==> config.mk <==
export PLATFORM = sky130hd
export DESIGN_NAME = power_monitor_reset_sequencer
export DESIGN_NICKNAME = d
export VERILOG_FILES = /design/src/design/pmon_pkg.sv /design/src/design/supply_glitch_filter.sv /design/src/design/power_monitor_reset_sequencer.sv
export SDC_FILE = /design/constraint.sdc
export NUM_CORES = 1
export LEC_CHECK = 0
export BUFFER_PORTS_ARGS = -buffer_cell sky130_fd_sc_hd__buf_4
export CAP_MARGIN = 25
export CELL_PAD_IN_SITES_DETAIL_PLACEMENT = 1
export CELL_PAD_IN_SITES_GLOBAL_PLACEMENT = 1
export CORE_UTILIZATION = 43
export CTS_BUF_LIST = sky130_fd_sc_hd__clkbuf_16
export DETAILED_ROUTE_END_ITERATION = 8
export HOLD_SLACK_MARGIN = 0.08
export PLACE_DENSITY_LB_ADDON = 0.1
export SYNTH_ARGS = -nofsm -noshare
export SYNTH_HDL_FRONTEND = slang
export SYNTH_SLANG_ARGS = --single-unit
==> constraint.sdc <==
create_clock -name sys_clk -period 2.1 [get_ports sys_clk]
set_input_delay 0.21 -clock sys_clk [delete_from_list [all_inputs] [get_ports sys_clk]]
set_output_delay 0.21 -clock sys_clk [all_outputs]
set_load 0.03 [all_outputs]
==> src/design/pmon_pkg.sv <==
// Shared constants and types for the supply supervisor and reset sequencer
package pmon_pkg;

    // ****************************************************************
    // Clock and timing
    // ****************************************************************
    localparam int unsigned SYS_CLK_PERIOD_NS = 10;
    // Glitches shorter than this are rejected; rounded up to whole cycles
    localparam int unsigned GLITCH_FILTER_NS = 50;
    localparam int unsigned GLITCH_FILTER_CYC =
        (GLITCH_FILTER_NS + SYS_CLK_PERIOD_NS - 1) / SYS_CLK_PERIOD_NS;

    // ****************************************************************
    // Stabilization hold, in periods of the selected oscillator
    // ****************************************************************
    localparam int unsigned HOLD_CRYSTAL_CYC = 1024;
    localparam int unsigned HOLD_RC_CYC = 64;
    localparam int unsigned HOLD_CNT_W = 11;

    // ****************************************************************
    // Oscillator selection from the hardware configuration byte
    // ****************************************************************
    typedef enum logic [1:0] {
        OSC_CRYSTAL = 2'h0,
        OSC_PRECISION_RC = 2'h1,
        OSC_LOW_POWER_RC = 2'h2,
        OSC_UNUSED = 2'h3
    } osc_sel_e;

    // ****************************************************************
    // Sequencer states, one-hot
    // ****************************************************************
    typedef enum logic [2:0] {
        ST_WAIT_SUPPLY = 3'h1,
        ST_STABILIZE = 3'h2,
        ST_RUN = 3'h4
    } seq_state_e;

    // Reset values
    localparam logic RST_INT_RESET = 1'b1;
    localparam logic RST_LOW_VOLTAGE_FLAG = 1'b0;

    // ****************************************************************
    // Comparator results from the analog supply monitor
    // ****************************************************************
    typedef struct packed {
        logic above_release;
        logic below_fail;
    } supply_cmp_s;

endpackage : pmon_pkg

==> src/design/supply_glitch_filter.sv <==
// Level filter: output follows input only after a stable run of samples
`timescale 1ns/1ps
`default_nettype none

module supply_glitch_filter
#(
    parameter int unsigned FILT_CYC = 5,
    parameter logic RST_LEVEL = 1'b0
)
(
    // Clock and reset
    input wire logic sys_clk,
    input wire logic srst,
    // Synchronised level in, filtered level out
    input wire logic level_in,
    output logic level_out
);

    localparam int unsigned CNT_W = $clog2(FILT_CYC + 1);

    logic [CNT_W-1:0] run_cnt_ff;
    logic level_ff;

    // ****************************************************************
    // Stable-run counter
    // ****************************************************************
    // Any sample equal to the current output restarts the run, so a
    // pulse shorter than FILT_CYC cycles never reaches the output
    always_ff @(posedge sys_clk)
    begin
        if (srst)
        begin
            run_cnt_ff <= '0;
            level_ff <= RST_LEVEL;
        end
        else if (level_in == level_ff)
        begin
            run_cnt_ff <= '0;
        end
        else if (run_cnt_ff == CNT_W'(FILT_CYC - 1))
        begin
            run_cnt_ff <= '0;
            level_ff <= level_in;
        end
        else
        begin
            run_cnt_ff <= run_cnt_ff + CNT_W'(1);
        end
    end

    assign level_out = level_ff;

endmodule // supply_glitch_filter

`default_nettype wire

==> src/design/power_monitor_reset_sequencer.sv <==
// Supply supervisor: power-on reset, power-fail reset, low-voltage flag
`timescale 1ns/1ps
`default_nettype none

// Overview of operation
// crystal selected: hold reset 1024 clocks
// RC oscillator selected: hold reset 64 clocks
// leave reset only above release threshold
// below fail threshold asserts internal reset
// filter short supply glitches before acting; the low-voltage flag clear acts on the unfiltered above_release
// supply below release clears low-voltage flag
// supervision active in all operating phases
// crystal is default oscillator after reset
// count after release; fail restarts from zero
module power_monitor_reset_sequencer
(
    // Clock and reset
    input wire logic sys_clk,
    input wire logic srst,
    // Analog comparator results, asynchronous
    input wire pmon_pkg::supply_cmp_s supply_cmp,
    // Oscillator choice from the configuration byte
    input wire pmon_pkg::osc_sel_e osc_sel,
    // Software sets the low-voltage flag, one-cycle pulse
    input wire logic lvf_set,
    // Reset to CPU and peripherals, active high
    output logic int_rst,
    // Software-readable low-voltage flag
    output logic low_voltage_flag,
    // Sequencer state for observation
    output pmon_pkg::seq_state_e seq_state
);
    import pmon_pkg::*;

    supply_cmp_s cmp_meta_ff;
    supply_cmp_s cmp_sync_ff;
    logic above_filt;
    logic fail_filt;
    seq_state_e state_ff;
    seq_state_e nxt_state;
    logic [HOLD_CNT_W-1:0] hold_cnt_ff;
    logic [HOLD_CNT_W-1:0] hold_last_ff;
    logic int_rst_ff;
    logic lvf_ff;

    // Last count value of the hold for a given oscillator
    function automatic logic [HOLD_CNT_W-1:0] hold_last(input osc_sel_e sel);
        case (sel)
            OSC_PRECISION_RC,
            OSC_LOW_POWER_RC: hold_last = HOLD_CNT_W'(HOLD_RC_CYC - 1);
            default: hold_last = HOLD_CNT_W'(HOLD_CRYSTAL_CYC - 1);
        endcase
    endfunction

    // ****************************************************************
    // Input synchronisers
    // ****************************************************************
    // Comparators are analog and asynchronous to the selected clock
    always_ff @(posedge sys_clk)
    begin
        if (srst)
        begin
            cmp_meta_ff <= '0;
            cmp_sync_ff <= '0;
        end
        else
        begin
            cmp_meta_ff <= supply_cmp;
            cmp_sync_ff <= cmp_meta_ff;
        end
    end

    // ****************************************************************
    // Glitch filters
    // ****************************************************************
    // Both comparator levels filtered, so a dip shorter than the filter
    // neither resets nor drops the release condition
    supply_glitch_filter
    #(
        .FILT_CYC(GLITCH_FILTER_CYC),
        .RST_LEVEL(1'b0)
    )
    u_filt_above
    (
        .sys_clk(sys_clk),
        .srst(srst),
        .level_in(cmp_sync_ff.above_release),
        .level_out(above_filt)
    );

    supply_glitch_filter
    #(
        .FILT_CYC(GLITCH_FILTER_CYC),
        .RST_LEVEL(1'b0)
    )
    u_filt_fail
    (
        .sys_clk(sys_clk),
        .srst(srst),
        .level_in(cmp_sync_ff.below_fail),
        .level_out(fail_filt)
    );

    // ****************************************************************
    // Sequencer next state
    // ****************************************************************
    // No stop or idle input gates this logic: supervision never sleeps
    always_comb
    begin
        nxt_state = state_ff;
        case (state_ff)
            ST_WAIT_SUPPLY:
            begin
                if (above_filt && !fail_filt)
                begin
                    nxt_state = ST_STABILIZE;
                end
            end
            ST_STABILIZE:
            begin
                if (fail_filt || !above_filt)
                begin
                    nxt_state = ST_WAIT_SUPPLY;
                end
                else if (hold_cnt_ff == hold_last_ff)
                begin
                    nxt_state = ST_RUN;
                end
            end
            ST_RUN:
            begin
                if (fail_filt)
                begin
                    nxt_state = ST_WAIT_SUPPLY;
                end
            end
            default: nxt_state = ST_WAIT_SUPPLY;
        endcase
    end

    // State register
    always_ff @(posedge sys_clk)
    begin
        if (srst)
        begin
            state_ff <= ST_WAIT_SUPPLY;
        end
        else
        begin
            state_ff <= nxt_state;
        end
    end

    // ****************************************************************
    // Stabilization counter
    // ****************************************************************
    // Oscillator choice latched on entry so a change mid-count is ignored
    always_ff @(posedge sys_clk)
    begin
        if (srst)
        begin
            hold_cnt_ff <= '0;
            hold_last_ff <= HOLD_CNT_W'(HOLD_CRYSTAL_CYC - 1);
        end
        else if (state_ff != ST_STABILIZE)
        begin
            hold_cnt_ff <= '0;
            hold_last_ff <= hold_last(osc_sel);
        end
        else
        begin
            hold_cnt_ff <= hold_cnt_ff + HOLD_CNT_W'(1);
        end
    end

    // ****************************************************************
    // Internal reset
    // ****************************************************************
    always_ff @(posedge sys_clk)
    begin
        if (srst)
        begin
            int_rst_ff <= RST_INT_RESET;
        end
        else
        begin
            int_rst_ff <= (nxt_state != ST_RUN);
        end
    end

    // ****************************************************************
    // Low-voltage flag
    // ****************************************************************
    // Hardware clear beats a software set: a low supply must stay visible
    always_ff @(posedge sys_clk)
    begin
        if (srst)
        begin
            lvf_ff <= RST_LOW_VOLTAGE_FLAG;
        end
        else if (!cmp_sync_ff.above_release)
        begin
            lvf_ff <= 1'b0;
        end
        else if (lvf_set)
        begin
            lvf_ff <= 1'b1;
        end
    end

    assign int_rst = int_rst_ff;
    assign low_voltage_flag = lvf_ff;
    assign seq_state = state_ff;

endmodule // power_monitor_reset_sequencer

`default_nettype wire

# After elaboration in Yosys (flattened, before gate mapping)
# Cells that the tools add are included.
# word_totals
register_bits,39
latch_bits,0
ram_bits,0
rom_bits,0
input_bits,7
output_inout_bits,5
memories,0
# classes
addsub,3
multipliers,0
div,0
order_cmp,0
eq_ne,12
shift,0
muxes,6
bitwise,3
n_reduce_logical,11
# op_table
operator,count
3-bit two-way mux,4
"11-bit by 1-bit adder with 11-bit output, second input constant",1
11-bit == test,1
10-bit two-way mux,1
"3-bit == test, second input constant",3
3-bit case mux with 3 select lines,1
"3-bit by 1-bit adder with 3-bit output, second input constant",2
2-bit OR reduction,3
3-bit OR reduction,2
2-bit AND reduction,2
"3-bit by 1-bit == test with 1-bit output, second input constant",1
"3-bit by 2-bit == test with 1-bit output, second input constant",1
"3-bit by 2-bit != test with 1-bit output, second input constant",1
"3-bit != test, second input constant",1
1-bit NOT,3
1-bit == test,2
"2-bit by 1-bit == test with 1-bit output, second input constant",1
"2-bit == test, second input constant",1
1-bit zero test,2
1-bit logical AND,1
1-bit logical OR,1

# Logic depth before layout (Yosys ltp)
# logic_depth
depth_word,5
mapped_depth,5
mapped_depth_nobuf,5

# By module
# From an unflattened synthesis, not the netlist that was laid out.
# unflattened
hier_cells,130
area_unflattened_um2,1276.2
# by_module_without_submodules
mod,n_inst,cells_per_inst,area_each_um2
power_monitor_reset_sequencer,1,94,895.9
supply_glitch_filter,2,18,190.2

# Least setup slack after synthesis
# OpenSTA, ideal clock, no wires.
# synth_path
path_type,register -> register
from,register state_ff[1] (netlist: seq_state[1])
to,register int_rst_ff (netlist: int_rst)
setup_ps,128
t_arrival_ps,1546
slack_ps,427
stages_incl_launch_ff,5
n_path_buf,1
path_cell_list,dfxtp_1 -> or4b_1 -> buf_6 -> nor4_4 -> a21oi_1
# synth_between
elab_chain_cells,4
# synth_lines
element,line,source
from (decl),power_monitor_reset_sequencer.sv:39,seq_state_e state_ff;
from (signal assigned),power_monitor_reset_sequencer.sv:150,state_ff <= nxt_state;
3-bit two-way mux,power_monitor_reset_sequencer.sv:125,else if (hold_cnt_ff == hold_last_ff)
3-bit two-way mux,power_monitor_reset_sequencer.sv:121,if (fail_filt || !above_filt)
3-bit case mux with 3 select lines (*),power_monitor_reset_sequencer.sv:111,case (state_ff)
3-bit != test (*),power_monitor_reset_sequencer.sv:187,int_rst_ff <= (nxt_state != ST_RUN);
to (signal assigned),power_monitor_reset_sequencer.sv:187,
to (decl),power_monitor_reset_sequencer.sv:43,logic int_rst_ff;
# Mark *: on every way between the ends. The rest lies on a longest branch, timed or not.
# A chain may end at the register's enable or synchronous reset.

# Final worst setup path
# layout_path
from,register hold_cnt_ff[3]
to,register hold_cnt_ff[9]
# layout_between
elab_chain_cells,1
# layout_lines
element,line,source
from (decl),power_monitor_reset_sequencer.sv:41,logic [HOLD_CNT_W-1:0] hold_cnt_ff;
from (signal assigned),power_monitor_reset_sequencer.sv:172,hold_cnt_ff <= hold_cnt_ff + HOLD_CNT_W'(1);
11-bit by 1-bit adder with 11-bit output,power_monitor_reset_sequencer.sv:172,
# No other way between the ends.

==> impl_results.md <==
* Status: finished, final reports clean
* Setup slack on the worst flop-to-flop path at 500 ps
* Power density over cell area at 833 nW/um2
* Die Width at 55.6 um
* Vias in the first global route at 1018
* Core region area at 2730 um2
* Finished Layout Cells at 179
* Met2 Wirelength at 1260 um
* Syn Nets at 142
* Clk Latency, worst-skew pair at 270 ps
* Worst hold slack at 157 ps
* Die ar. at 3090 um2
* FP Rows at 19
* R2R depth at 3
* Setup Buffers After CTS at 0
* CTS Root Cell: clkbuf_16
* Worst vdd ir at 0.641 mV
* DRT iter0 DRCs at 20
* Most frequent cell after synthesis: dfxtp_1
* Hold_buf cts at 0
* Worst Path Required at 2300 ps
* Pre-Repair DR Iteration Count at 4
* Asr flop ratio synth at 0
* Sequential-to-total area share from yosys stat at 0.470
* Syn_area_per_cell at 9.50 um2
* Mapped Cells at 130
* YS warnings at 0
* Top cells by count, synth: dfxtp_1, nor2_1, nand2_1
* CTS tree: yes
* Seq cells post-synth at 29
* Buffers on Ports at 11
* Cts repair resizes at 0
* CP peak stage delay at 600 ps
* CTS Buf Count at 5
* DR DRC count at 0
* HP Class: primary input to flop
* DR vias at 967
* Cell Area, Synth at 1230 um2
* Antenna viol nets, final at 0
* Remaining Overflow, GRT at 0
* Setup_tns at 0 ps
* Hold path depth at 2
* Critical-path cell list: nand4_1, or4_1, a21oi_1
* Maximum fanout along the worst path at 11
* Fin. Hold Viols at 0
* WL final at 2620 um
* Total track usage at 0.201
* Finish-stage setup viols at 0
* Library cells used by synthesis at 32
* I/O pins at 12
* Layout area overhead at 20.5%
* Post-synth EDFFs at 0
* Design area at 1490 um2
* Via density at 5.40
* Clk buf depth at 2
* Slowest cell on the critical path: or4_1
* Filler cells at 304
* Area contributors post-synth: dfxtp_1, ha_1, nor2_1, nor3b_1, xor2_1
* HPWL Detailed at 1840 um
* H-tree Lvls at 2
* Final Max Tran Viols at 0
* Met3 wire length at 92 um
* First-pass GRT wire length at 4780 um
* Fmax at 625 MHz
* Kind of critical path: flop to flop
* Layout cell share with drive strength beyond 1 at 0.128
* CP top delay family: simple AND/OR/NAND/NOR gates
* Clock slew at reported path FFs at 50 ps
* Nets at 159
* Worst-margin pin slew at 454 ps
* Main flop type after synthesis: dfxtp_1
* Buf/Inv on CP at 0
* Uppermost layer routed: met4
* Unrepaired setup endpoints after global routing: no
* Crit path capture type: flop
* Placed insts at 171
* Initial antenna violation count at 0
* Worst slew margin at 0.696
* Period utilization at 0.762
* Fin util at 0.544
* Die height at 55.6 um
* Clk sinks at 29
* P_leak at 0.573 nW
* Crit path depth at 3
* Largest net degree at the start of global routing at 17
* Ant diodes at 0
* Startpoint type of the worst setup path: flop
* WP data arrival at 1800 ps
* RD Place Congestion at 0.764
* Wire length per cell at 14.6 um
* Synth area leader: dfxtp_1
* M1 wire length at 1230 um
* Initial Util at 0.452
* Final min period at 1600 ps
* Max-cap violations at 0
* Post-synth top area share at 0.470
* Dpl cell area at 1350 um2
* Clock skew at 2.90 ps
path summary, 6_finish.rpt:
| path | to | startpoint |
|---|---|---|
| worst min-delay path | cmp_meta_ff[1]$_SDFF_PP0_ | supply_cmp[1] |
| worst max-delay path | hold_cnt_ff[9]$_SDFF_PP0_ | hold_cnt_ff[3]$_SDFF_PP0_ |
| worst min register to register | u_filt_above.run_cnt_ff[0]$_SDFF_PP0_ | u_filt_above.run_cnt_ff[0]$_SDFF_PP0_ |
| worst max register to register | hold_cnt_ff[9]$_SDFF_PP0_ | hold_cnt_ff[3]$_SDFF_PP0_ |
final cells by class:
| type | count | area (um2) | share of cell area |
|---|---|---|---|
| Clock buffer | 5 | 125 | 0.0841 |
| Inverter | 7 | 26.3 | 0.0177 |
| Timing Repair Buffer | 13 | 97.6 | 0.0656 |
| Clock inverter | 3 | 11.3 | 0.00757 |
| Multi-Input combinational cell | 91 | 608 | 0.409 |
| Tap cell | 31 | 38.8 | 0.0261 |
| Sequential cell | 29 | 581 | 0.390 |
stage by stage:
stage	worst slack, ps	total power [mW]
floorplan	427	0.591
global placement	569	0.604
detailed placement	504	0.606
CTS	498	1.25
global route	319	1.28
finish	500	1.24
worst reg2reg max path: stages (launching register included):
cell     delay, ps
dfxtp_1        380
nand4_1        400
or4_1          600
a21oi_1        150
cells in the final DEF, fill, tap and decap left out, types with 2 or more instances in the layout:
cell | netlist | routed
dfxtp_1 | 29 | 29
o31ai_1 | 3 | 3
nor4b_1 | 2 | 2
xnor2_1 | 2 | 2
buf_4 | 0 | 13
ha_1 | 5 | 5
inv_1 | 7 | 10
o21ai_0 | 3 | 3
nor2b_1 | 4 | 4
mux2i_1 | 3 | 3
clkbuf_16 | 0 | 5
nand3_1 | 5 | 5
or3_1 | 2 | 2
nand2_1 | 9 | 9
and2_1 | 2 | 2
a21oi_1 | 8 | 8
xor2_1 | 5 | 5
nor2_1 | 12 | 12
or4_1 | 4 | 4
nand2b_1 | 5 | 5
and4b_1 | 2 | 2
nor3b_1 | 6 | 6
where the power goes:
part / internal (mW) / switching (mW)
Combinational: 0.0175 / 0.0160
Clock: 0.424 / 0.220
Sequential: 0.559 / 0.00392
kinds of logic after synthesis:
kind of cell	Yosys count	synth area share
AO/OA/AOI/OAI	18	0.0871
AND/OR/NAND/NOR	58	0.281
buffers and inverters	10	0.0375
XOR/XNOR	7	0.0496
flip-flops	29	0.470
adder cells (fa/ha/maj)	5	0.0507
multiplexers	3	0.0243
sequential cells by signal, indices dropped and copies added (netlist names), 2 cells and up:
register and flops:
hold_cnt_ff 11, seq_state 3, u_filt_above.run_cnt_ff 3, u_filt_fail.run_cnt_ff 3, cmp_meta_ff 2, cmp_sync_ff 2
per-layer routing:
metal  track usage  vias up
li1              -      486
met1         0.246      462
met2         0.337       15
met3        0.0465        4
met4        0.0857        0
met5             0        -
No activity file was read; power rests on OpenSTA's default activity.
